===== config.mk =====
export PLATFORM = sky130hd
export DESIGN_NAME = mpo_output_stage
export DESIGN_NICKNAME = d
export VERILOG_FILES = /design/src/rtl/mpo_pkg.sv /design/src/rtl/mpo_output_stage.sv /design/src/rtl/mpo_pin_cell.sv
export SDC_FILE = /design/constraint.sdc
export NUM_CORES = 1
export LEC_CHECK = 0
export BUFFER_PORTS_ARGS = -buffer_cell sky130_fd_sc_hd__buf_2
export CELL_PAD_IN_SITES_DETAIL_PLACEMENT = 1
export CELL_PAD_IN_SITES_GLOBAL_PLACEMENT = 1
export CORE_MARGIN = 4
export CORE_UTILIZATION = 42
export DETAILED_ROUTE_END_ITERATION = 16
export PLACE_DENSITY = 0.74
export SLEW_MARGIN = 5
export SYNTH_ARGS = -nofsm -noshare
export SYNTH_HDL_FRONTEND = slang
export SYNTH_HIERARCHICAL = 1
export SYNTH_SLANG_ARGS = --single-unit

===== constraint.sdc =====
create_clock -name pclk -period 2.9 [get_ports pclk]
set_input_delay 0 -clock pclk [delete_from_list [all_inputs] [get_ports pclk]]
set_output_delay 0 -clock pclk [all_outputs]
set_load 0.02 [all_outputs]

===== src/rtl/mpo_pkg.sv =====
package mpo_pkg;

	localparam int unsigned ADDR_WIDTH = 32;
	localparam int unsigned DATA_WIDTH = 32;
	localparam int unsigned VALUE_WIDTH = 16;
	localparam int unsigned PIN_COUNT = 6;

	// register byte addresses
	localparam logic [31:0] CONTROL_ADDR = 32'h4000_4000;
	localparam logic [31:0] PORT_DRIVE_MODE_ADDR = 32'h4000_4004;
	localparam logic [31:0] OUTPUT_OVERRIDE_ADDR = 32'h4000_4008;
	localparam logic [31:0] PWM_PERIOD_ADDR = 32'h4000_400C;
	localparam logic [31:0] DUTY_U_HIGH_ADDR = 32'h4000_4010;
	localparam logic [31:0] DUTY_V_HIGH_ADDR = 32'h4000_4014;
	localparam logic [31:0] DUTY_W_HIGH_ADDR = 32'h4000_4018;
	localparam logic [31:0] DUTY_U_LOW_ADDR = 32'h4000_401C;
	localparam logic [31:0] DUTY_V_LOW_ADDR = 32'h4000_4020;
	localparam logic [31:0] DUTY_W_LOW_ADDR = 32'h4000_4024;
	localparam logic [31:0] COUNTER_ADDR = 32'h4000_4038;

	// control register fields
	localparam int unsigned CTRL_RUN_BIT = 0;
	localparam int unsigned CTRL_FORCE_SEL_LSB = 4;
	localparam int unsigned CTRL_FORCE_EN_BIT = 7;
	localparam int unsigned CTRL_MOTOR_BIT = 15;
	localparam logic [15:0] CTRL_WRITE_MASK = 16'h80B1;

	// port drive mode and output override fields
	localparam int unsigned DRIVE_SEL_LSB = 8;
	localparam logic [15:0] DRIVE_WRITE_MASK = 16'h033F;
	localparam logic [7:0] OVERRIDE_WRITE_MASK = 8'h3F;

	// reset values
	localparam logic [15:0] CONTROL_RESET = 16'h0000;
	localparam logic [15:0] DRIVE_RESET = 16'h0000;
	localparam logic [7:0] OVERRIDE_RESET = 8'h00;
	localparam logic [15:0] PERIOD_RESET = 16'h0002;
	localparam logic [15:0] DUTY_RESET = 16'h0001;

	// port drive selections
	localparam logic [1:0] DRIVE_BOTH = 2'h0;
	localparam logic [1:0] DRIVE_HIGH_ONLY = 2'h1;
	localparam logic [1:0] DRIVE_LOW_ONLY = 2'h2;
	localparam logic [1:0] DRIVE_NONE = 2'h3;

	// force combine selections
	localparam logic [1:0] FORCE_AND = 2'h0;
	localparam logic [1:0] FORCE_OR = 2'h1;
	localparam logic [1:0] FORCE_XOR = 2'h2;
	localparam logic [1:0] FORCE_AND_FLOAT = 2'h3;

	// pin index order, same as bits 5..0: UH UL VH VL WH WL
	localparam logic [5:0] HIGH_SIDE_PINS = 6'h2A;

	typedef enum logic [1:0] {
		MPO_IDLE = 2'b01,
		MPO_RUN = 2'b10
	} mpo_state_type;

endpackage


===== src/rtl/mpo_output_stage.sv =====
// Summary of operation
// - drive select 00 both pulse, 01 low floats, 10 high floats, 11 both float
// - high side, polarity clear: duty high normal, low motor, starts high
// - high side, polarity set: duty low normal, high motor, starts low
// - low side, polarity clear: duty high normal, low motor, starts low
// - low side, polarity set: duty low normal, high motor, starts high
// - six override bits 5..0 UH UL VH VL WH WL combine with outputs
// - a zero duty value gives no pulses on that output
// - motor mode: with polarity clear, high sides start low, low sides start high
// - combine select: AND, OR, XOR, or AND with disabled port floating
// - overrides act only while force mode is enabled
//
// The APB slave port was chosen for this implementation.
`timescale 1ns/10ps
module mpo_output_stage #(
	parameter int unsigned VALUE_WIDTH = mpo_pkg::VALUE_WIDTH,
	parameter int unsigned PIN_COUNT = mpo_pkg::PIN_COUNT
) (
	// clock and reset
	input wire logic pclk,
	input wire logic presetn,
	// apb slave
	input wire logic psel,
	input wire logic penable,
	input wire logic pwrite,
	input wire logic [31:0] paddr,
	input wire logic [31:0] pwdata,
	input wire logic [3:0] pstrb,
	output logic [31:0] prdata,
	output logic pready,
	output logic pslverr,
	// gate driver pins, bit 5..0 = UH UL VH VL WH WL
	output logic [PIN_COUNT-1:0] pwm_pin,
	output logic [PIN_COUNT-1:0] pwm_pin_oe_n
);

	localparam logic [3:0] SEL_NONE = 4'hF;
	localparam logic [3:0] SEL_CONTROL = 4'h0;
	localparam logic [3:0] SEL_DRIVE = 4'h1;
	localparam logic [3:0] SEL_OVERRIDE = 4'h2;
	localparam logic [3:0] SEL_PERIOD = 4'h3;
	localparam logic [3:0] SEL_DUTY = 4'h4;
	localparam logic [3:0] SEL_COUNTER = 4'h5;

	logic [15:0] control;
	logic [15:0] port_drive_mode;
	logic [7:0] output_override;
	logic [VALUE_WIDTH-1:0] pwm_period;
	logic [VALUE_WIDTH-1:0] duty [PIN_COUNT];
	logic [VALUE_WIDTH-1:0] count;
	mpo_pkg::mpo_state_type state;
	mpo_pkg::mpo_state_type next_state;

	logic setup_phase;
	logic write_taken;
	logic [3:0] access_sel;
	logic [2:0] access_duty;
	logic [31:0] next_prdata;
	logic [PIN_COUNT-1:0] active;
	logic [1:0] drive_sel;
	logic high_drive_on;
	logic low_drive_on;
	logic running;

	// register selector for an address, shared by read and write paths
	function automatic logic [3:0] reg_select(input logic [31:0] addr);
		unique case (addr)
			mpo_pkg::CONTROL_ADDR: reg_select = SEL_CONTROL;
			mpo_pkg::PORT_DRIVE_MODE_ADDR: reg_select = SEL_DRIVE;
			mpo_pkg::OUTPUT_OVERRIDE_ADDR: reg_select = SEL_OVERRIDE;
			mpo_pkg::PWM_PERIOD_ADDR: reg_select = SEL_PERIOD;
			mpo_pkg::DUTY_U_HIGH_ADDR, mpo_pkg::DUTY_V_HIGH_ADDR,
			mpo_pkg::DUTY_W_HIGH_ADDR, mpo_pkg::DUTY_U_LOW_ADDR,
			mpo_pkg::DUTY_V_LOW_ADDR, mpo_pkg::DUTY_W_LOW_ADDR: reg_select = SEL_DUTY;
			mpo_pkg::COUNTER_ADDR: reg_select = SEL_COUNTER;
			default: reg_select = SEL_NONE;
		endcase
	endfunction

	// duty register address to pin index (0 = UH .. 5 = WL)
	function automatic logic [2:0] duty_index(input logic [31:0] addr);
		unique case (addr)
			mpo_pkg::DUTY_U_HIGH_ADDR: duty_index = 3'h0;
			mpo_pkg::DUTY_U_LOW_ADDR: duty_index = 3'h1;
			mpo_pkg::DUTY_V_HIGH_ADDR: duty_index = 3'h2;
			mpo_pkg::DUTY_V_LOW_ADDR: duty_index = 3'h3;
			mpo_pkg::DUTY_W_HIGH_ADDR: duty_index = 3'h4;
			default: duty_index = 3'h5;
		endcase
	endfunction

	// byte-lane merge; pstrb all ones on a full word write
	function automatic logic [15:0] lane_merge(input logic [15:0] old_value,
			input logic [31:0] wdata, input logic [3:0] strb, input logic [15:0] mask);
		logic [15:0] merged;
		merged = old_value;
		if (strb[0]) begin
			merged[7:0] = wdata[7:0];
		end
		if (strb[1]) begin
			merged[15:8] = wdata[15:8];
		end
		lane_merge = merged & mask;
	endfunction

	assign setup_phase = psel & ~penable;
	assign write_taken = psel & penable & pready & pwrite & ~pslverr;
	assign access_sel = reg_select(paddr);
	assign access_duty = duty_index(paddr);

	// apb answer: zero-wait access phase, data captured in setup
	always_comb begin
		next_prdata = 32'h0000_0000;
		unique case (access_sel)
			SEL_CONTROL: next_prdata[15:0] = control;
			SEL_DRIVE: next_prdata[15:0] = port_drive_mode;
			SEL_OVERRIDE: next_prdata[7:0] = output_override;
			SEL_PERIOD: next_prdata[VALUE_WIDTH-1:0] = pwm_period;
			SEL_DUTY: next_prdata[VALUE_WIDTH-1:0] = duty[access_duty];
			SEL_COUNTER: next_prdata[VALUE_WIDTH-1:0] = count;
			default: next_prdata = 32'h0000_0000;
		endcase
	end

	always_ff @(posedge pclk or negedge presetn) begin
		if (!presetn) begin
			pready <= 1'b0;
			pslverr <= 1'b0;
			prdata <= 32'h0000_0000;
		end else begin
			pready <= setup_phase;
			// unmapped addresses and counter writes answer with an error
			pslverr <= setup_phase & ((access_sel == SEL_NONE) |
				(pwrite & (access_sel == SEL_COUNTER)));
			prdata <= (setup_phase & ~pwrite) ? next_prdata : 32'h0000_0000;
		end
	end

	always_ff @(posedge pclk or negedge presetn) begin
		if (!presetn) begin
			control <= mpo_pkg::CONTROL_RESET;
		end else if (write_taken && access_sel == SEL_CONTROL) begin
			control <= lane_merge(control, pwdata, pstrb, mpo_pkg::CTRL_WRITE_MASK);
		end
	end

	always_ff @(posedge pclk or negedge presetn) begin
		if (!presetn) begin
			port_drive_mode <= mpo_pkg::DRIVE_RESET;
		end else if (write_taken && access_sel == SEL_DRIVE) begin
			port_drive_mode <= lane_merge(port_drive_mode, pwdata, pstrb,
				mpo_pkg::DRIVE_WRITE_MASK);
		end
	end

	always_ff @(posedge pclk or negedge presetn) begin
		if (!presetn) begin
			output_override <= mpo_pkg::OVERRIDE_RESET;
		end else if (write_taken && access_sel == SEL_OVERRIDE && pstrb[0]) begin
			output_override <= pwdata[7:0] & mpo_pkg::OVERRIDE_WRITE_MASK;
		end
	end

	// no range check: a period at or below 0x0010 just runs short cycles
	always_ff @(posedge pclk or negedge presetn) begin
		if (!presetn) begin
			pwm_period <= mpo_pkg::PERIOD_RESET;
		end else if (write_taken && access_sel == SEL_PERIOD) begin
			pwm_period <= lane_merge(pwm_period, pwdata, pstrb, 16'hFFFF);
		end
	end

	always_ff @(posedge pclk or negedge presetn) begin
		if (!presetn) begin
			for (int i = 0; i < PIN_COUNT; i++) begin
				duty[i] <= mpo_pkg::DUTY_RESET;
			end
		end else if (write_taken && access_sel == SEL_DUTY) begin
			duty[access_duty] <= lane_merge(duty[access_duty], pwdata, pstrb,
				16'hFFFF);
		end
	end

	// run state follows the run bit; stopping returns pins to rest levels
	always_comb begin
		unique case (state)
			mpo_pkg::MPO_IDLE: next_state = control[mpo_pkg::CTRL_RUN_BIT] ?
				mpo_pkg::MPO_RUN : mpo_pkg::MPO_IDLE;
			mpo_pkg::MPO_RUN: next_state = control[mpo_pkg::CTRL_RUN_BIT] ?
				mpo_pkg::MPO_RUN : mpo_pkg::MPO_IDLE;
			default: next_state = mpo_pkg::MPO_IDLE;
		endcase
	end

	always_ff @(posedge pclk or negedge presetn) begin
		if (!presetn) begin
			state <= mpo_pkg::MPO_IDLE;
		end else begin
			state <= next_state;
		end
	end

	assign running = (state == mpo_pkg::MPO_RUN);

	// simple up counter 0 .. period-1 to give the duty values a waveform
	always_ff @(posedge pclk or negedge presetn) begin
		if (!presetn) begin
			count <= '0;
		end else if (!running || count + 1'b1 >= pwm_period) begin
			count <= '0;
		end else begin
			count <= count + 1'b1;
		end
	end

	// active while the counter is below the duty; zero duty never is
	always_comb begin
		for (int i = 0; i < PIN_COUNT; i++) begin
			active[PIN_COUNT-1-i] = count < duty[i];
		end
	end

	assign drive_sel = port_drive_mode[mpo_pkg::DRIVE_SEL_LSB +: 2];
	assign high_drive_on = (drive_sel == mpo_pkg::DRIVE_BOTH) ||
		(drive_sel == mpo_pkg::DRIVE_HIGH_ONLY);
	assign low_drive_on = (drive_sel == mpo_pkg::DRIVE_BOTH) ||
		(drive_sel == mpo_pkg::DRIVE_LOW_ONLY);

	for (genvar p = 0; p < PIN_COUNT; p++) begin : g_pin
		localparam bit HIGH = mpo_pkg::HIGH_SIDE_PINS[p];
		mpo_pin_cell #(
			.IS_HIGH_SIDE(HIGH)
		) u_cell (
			.pclk(pclk),
			.presetn(presetn),
			.running(running),
			.active(active[p]),
			.invert(port_drive_mode[p]),
			.motor(control[mpo_pkg::CTRL_MOTOR_BIT]),
			.drive_on(HIGH ? high_drive_on : low_drive_on),
			.force_en(control[mpo_pkg::CTRL_FORCE_EN_BIT]),
			.force_sel(control[mpo_pkg::CTRL_FORCE_SEL_LSB +: 2]),
			.override(output_override[p]),
			.pin(pwm_pin[p]),
			.pin_oe_n(pwm_pin_oe_n[p])
		);
	end

	// checks
	logic ctl_force;
	logic ctl_motor;
	logic [1:0] ctl_combine;
	assign ctl_force = control[mpo_pkg::CTRL_FORCE_EN_BIT];
	assign ctl_motor = control[mpo_pkg::CTRL_MOTOR_BIT];
	assign ctl_combine = control[mpo_pkg::CTRL_FORCE_SEL_LSB +: 2];
endmodule


===== src/rtl/mpo_pin_cell.sv =====
`timescale 1ns/10ps
module mpo_pin_cell #(
	parameter bit IS_HIGH_SIDE = 1'b1
) (
	// clock and reset
	input wire logic pclk,
	input wire logic presetn,
	// waveform
	input wire logic running,
	input wire logic active,
	// configuration
	input wire logic invert,
	input wire logic motor,
	input wire logic drive_on,
	input wire logic force_en,
	input wire logic [1:0] force_sel,
	input wire logic override,
	// pin
	output logic pin,
	output logic pin_oe_n
);

	logic duty_level;
	logic initial_level;
	logic pwm_level;
	logic next_pin;
	logic forced_float;

	always_comb begin
		duty_level = ~invert ^ motor;
		// the two sides rest on opposite levels before start
		initial_level = IS_HIGH_SIDE ? duty_level : ~duty_level;
		pwm_level = running ? (active ? duty_level : ~duty_level) : initial_level;
		forced_float = 1'b0;
		next_pin = pwm_level;
		if (force_en) begin
			unique case (force_sel)
				mpo_pkg::FORCE_AND: next_pin = pwm_level & override;
				mpo_pkg::FORCE_OR: next_pin = pwm_level | override;
				mpo_pkg::FORCE_XOR: next_pin = pwm_level ^ override;
				mpo_pkg::FORCE_AND_FLOAT: begin
					// a floated pin keeps the waveform on its data, only the enable drops
					next_pin = pwm_level;
					forced_float = ~override;
				end
			endcase
		end
	end

	always_ff @(posedge pclk or negedge presetn) begin
		if (!presetn) begin
			pin <= IS_HIGH_SIDE;
			pin_oe_n <= 1'b0;
		end else begin
			pin <= next_pin;
			pin_oe_n <= ~drive_on | forced_float;
		end
	end

endmodule


; ---- Word level (Yosys, flattened, before mapping)
; Index checks and enable logic that the tools add are counted.
[totals]
word_cells = 203
input_bits = 73
ff_bits = 179
[op_classes]
n_reduce_logical = 22
n_addsub = 1
muxes = 54
bitwise_logic = 63
n_lt_le_gt_ge = 9
eq_ne = 24
[ops]
columns = op, count
row1 = equality test 32 x 31 -> 1 bit (second input constant), 11
row2 = bitwise mux 96 bit, 1
row3 = < comparator 16 bit, 6
row4 = two-way mux 16 bit, 5
row5 = binary-select mux 16 bit (select 3 bit), 1
row6 = demux 16 bit (select 3 bit), 1
row7 = case mux 8 bit (6 select lines), 1
row8 = case mux 8 bit (5 select lines), 1
row9 = two-way mux 8 bit, 4
row10 = two-way mux 1 bit, 30
row11 = case mux 1 bit (4 select lines), 6
row12 = case mux 4 bit (6 select lines), 1
row13 = NOT 1 bit, 23
row14 = adder 16 x 1 -> 16 bit (second input constant), 1
row15 = greater-or-equal comparator 16 bit, 1
row16 = case mux 3 bit (5 select lines), 1
row17 = AND 1 bit, 14
row18 = OR 1 bit, 13
row19 = AND reduction 2 bit, 6
row20 = bitwise XOR 1 bit, 12
row21 = equality test 2 bit (second input constant), 4
row22 = equality test 4 x 2 -> 1 bit (second input constant), 2
row23 = equality test 4 x 3 -> 1 bit (second input constant), 2
row24 = logical AND 1 bit, 7
row25 = other kinds (13), 19

; ---- Logic depth before layout (Yosys ltp)
[logic_depth]
depth_word = 9
depth_mapped = 15

; ---- Modules after synthesis
; The synthesis kept the hierarchy.
[modules_own_cells]
columns = module, cells_each, area_each_um2, n_inst
row1 = mpo_output_stage, 1140, 10582.6, 1
row2 = mpo_pin_cell at g_pin[0].u_cell ..., 17, 153.9, 3
row3 = mpo_pin_cell at g_pin[1].u_cell ..., 13, 141.4, 3

; ---- Least setup slack after synthesis
; Ideal clock, no wire load.
[synth_path]
path_kind = reg2reg
startpoint = register count[1]
endpoint = register count[10]
arrival_time_ns = 2.805
required_time_ns = 2.828
path_stages_with_launch = 15
path_buffers = 1
slack_ns = 0.022
cell_sequence = dfrtp_1 ha_1 and3_1 nand3_1 nor2_1 nand3_1 xnor2_1 ha_1 nor2b_1 o21ai_0 nand3b_1 nor2_1 clkbuf_1 nand2_1 nor2_1
[synth_via]
elab_chain_cells = 4
[synth_lines]
columns = element, line
row1 = start: declaration, mpo_output_stage.sv:50  ; logic [VALUE_WIDTH-1:0] count;
row2 = start signal: assignment, mpo_output_stage.sv:212  ; count <= count + 1'b1;
row3 = adder 16 x 1 -> 16 bit *, "mpo_output_stage.sv:209, mpo_output_stage.sv:212"
row4 = greater-or-equal comparator 16 bit, mpo_output_stage.sv:209  ; end else if (!running || count + 1'b1 >= pwm_period) begin
row5 = logical OR 1 bit, mpo_output_stage.sv:209
row6 = two-way mux 16 bit *, mpo_output_stage.sv:209
; Every way passes the cells marked *; elsewhere a longest branch is shown, timed or not.
; A chain may end at the register's enable or synchronous reset.

; ---- Worst setup path in the final report
[layout_path]
startpoint = register count[1]
endpoint = register count[7]
; Same word-level chain as after synthesis.

==> flow_metrics.tcl <==
set metrics [dict create \
    synthesis.area_um2 11470 \
    critPathCaptureType "flop" \
    die_w_um 173.2 \
    remaining_drc_errors 0 \
    cts_buffers 17 \
    start_kind "flop" \
    worst_ep_required_time_ns 3.28 \
    ys.flop_type "dfrtp_1" \
    synth_compound_gate_area_share 0.1712 \
    r2r_start "count[1]" \
    rsz0062_at_grt "yes" \
    clk_pin_slew_ns 0.07 \
    rr_worst_depth 18 \
    yosys_warnings 6 \
    fp.dieH_um 173.2 \
    synth_top_family_by_area "compound AO/OA/AOI/OAI gates" \
    cp_num_cells 18 \
    fin_crit_ns 3.154 \
    relSlewSlack 0.3772 \
    yosys.area_share.adder 0.1298 \
    synth_xor_area_frac 0.01986 \
    fin_skew_ns 0.01582 \
    period_share 1.088 \
    cp_max_fo 6 \
    clockBufferDepth 2 \
    start_util 0.4267 \
    routed_wl_mm 41.02 \
    path_buf_inv 5 \
    gr-total-overflow 0 \
    cts_tree "yes" \
    synth_largest_area_cell "dfrtp_1" \
    violations "negative setup slack" \
    setup.worst_path.class "reg -> reg" \
    crit_path_frequent_cell "buf_4" \
    yosysUniqueCellTypes 59 \
    seq_area_frac_synth 0.3918 \
    grt_pass1_vias 11220 \
    routabilityCongestion 0.8941 \
    muxShareOfSynthArea 0.08139 \
    via_per_inst 5.876 \
    slowest_delay_ns 0.48 \
    antenna_left 0 \
    p_leak_nw 6.494 \
    ir_drop_uv 313.6 \
    num_rows 60 \
    async_reset_ff_frac 1.000 \
    vias 10470 \
    drive_above_1_share 0.2644 \
    synth-edff-count 0 \
    port_buffers 84 \
    utilization 0.5368 \
    fin_ws_ns -0.2544 \
    grt_max_degree 79 \
    report.final.slew_viol_count 0 \
    hold_path.class "in -> async" \
    htree_levels 4 \
    area_growth_pct 25.79 \
    antenna_found_initial 0 \
    max_freq_mhz 317.0 \
    drt-pass1-iter-count 8 \
    yosysMostFrequentCell "dfrtp_1" \
    clock_sinks 179 \
    core_region_area_um2 26880 \
    worstPathCellList "buf_4, buf_6, ha_4, and3_4, nand3_2, nor2_1, buf_4, nand3_2, xnor2_2, ha_1, nor2b_4, o21ai_2, nand3b_1, nor2_2, buf_6, buf_4, nand2_1, nor2_1" \
    cap_violations 0 \
    synth_top_area_frac 0.3666 \
    drt_iter0_drc 785 \
    syn_area_per_cell_um2 9.324 \
    synthTopCellsByArea "dfrtp_1 (37%), ha_1 (13%), nand2_1 (5.5%), inv_1 (4.1%), mux2i_1 (3.7%)" \
    diodes 0 \
    path_delay_family "simple AND/OR/NAND/NOR gates" \
    synth_seq_cells 179 \
    tightestPinTransition_ns 0.9280 \
    pin_count 119 \
    crit_path_top_delay_cell "dfrtp_2" \
    arrival_ns 3.53 \
    clk_latency_ns 0.45 \
    status "finished with violations" \
    power_density_nw_per_um2 369.9 \
    dieArea_um2 30010 \
    fin_nets 1620 \
    holdWs_ns 0.02676 \
    root_buffer "clkbuf_16" \
    synth-simple-area-share 0.1362 \
    netlist_instances 1230 \
    dp_hpwl_mm 27.93 \
    track_usage 0.2600 \
    grt_pass1_wl_mm 62.13 \
    synth_common_cells "dfrtp_1 (168), nand2_1 (167), inv_1 (125)" \
    wl_per_cell_um 23.02 \
    regToRegSetupSlack_ns -0.25 \
    setup_violations 22 \
    hold_viol_final 0 \
    r2r_end "count[7]" \
]
-- metal layers --
layer	part of all wire	GRT usage	vias to the layer above	routed length, um
met5	0	0	-	0
met4	0.041	0.1018	0	1685
met3	0.050	0.04907	123	2047
met2	0.50	0.4582	359	20600
met1	0.41	0.3152	5274	16700
li1	-	-	4715	-
-- state kept, by name, indices dropped and copies added (netlist names) --
name,count
control,5
count,16
duty,96
g_pin.u_cell/pin,6
g_pin.u_cell/pin_oe_n,6
output_override,6
port_drive_mode,8
prdata,16
pready,1
pslverr,1
pwm_period,16
state,2
-- cell type report --
cell class	instances	area, um2
clock buffers	19	432.9
clock inverters	13	196.4
fillers	3036	12450
inverters	125	469.2
multi-input cells	880	6674
flip-flops and latches	179	4499
well taps	341	426.7
repair buffers	225	1728
-- worst max-delay path by stage --
stage,from,end,slack [ns]
after global placement,count[4],g_pin[0].u_cell/pin,-0.27
after global routing,count[1],count[7],-0.39
after CTS,count[1],g_pin[4].u_cell/pin,-0.19
final,count[1],count[7],-0.25
after detailed placement,count[4],g_pin[0].u_cell/pin,-0.40
after floorplan,count[1],count[10],0.02
-- cell families (layout without fill, tap and decap cells) --
family          after synthesis  count (layout)
xor+xnor                     26              26
fa+ha+maj                   119             119
mux                          85              85
simple gates                331             331
flops                       179             179
buf+inv                     186             382
compound gates              303             303
other cells                   1              16
-- timing repair --
action / 4_1_cts / 5_1_grt
buffers inserted: 8 / 12
pin swaps: 28 / 50
hold buffers: 21 / 0
setup endpoints to repair: 22 / 22
resized for setup: 56 / 49
endpoints found under the hold margin: 223 / 0
cloned: 0 / 0
-- cells in the final DEF, fill, tap and decap left out, types with 6 or more instances in the layout --
cell type	instances
inv_1	121
nor4_1	8
mux2_2	33
o21ai_1	77
dlygate4sd3_1	21
a31oi_1	7
a222oi_1	19
a21oi_2	10
mux2i_2	8
nand3_1	6
a21o_1	28
ha_1	106
nand2_1	164
xnor2_2	9
dfrtp_1	163
o31ai_1	8
a21oi_1	22
conb_1	16
buf_6	10
buf_4	98
buf_12	12
nor2b_1	11
mux2i_1	41
buf_2	83
nand4_1	21
dfstp_2	11
xor2_1	12
ha_4	11
o22ai_1	8
o22ai_2	8
nand2b_1	17
a22oi_1	14
clkbuf_16	17
o21ai_0	60
nor2_1	55
-- stage by stage --
step	std cells	setup TNS (ns)	total power (W)	instance area [um2]	setup slack, ns
3_5_place_dp	1712	-4.951	0.002796	12980	-0.3992
3_3_place_gp	1712	-1.650	0.002792	12980	-0.2740
6_report	1782	-3.829	0.005337	14430	-0.2544
5_1_grt	1782	-6.267	0.005495	14430	-0.3949
4_1_cts	1772	-1.938	0.005354	14110	-0.1936
2_1_floorplan	1245	0	0.002659	11520	0.02244
-- where the power goes --
group	internal [W]	total [W]	switching (W)	leakage, nW
Clock	0.00146	0.00257	0.00110	0.305
Sequential	0.00250	0.00250	0.000000684	2.41
Combinational	0.0000857	0.000274	0.000188	3.78
No activity file was read; power rests on OpenSTA's default activity.
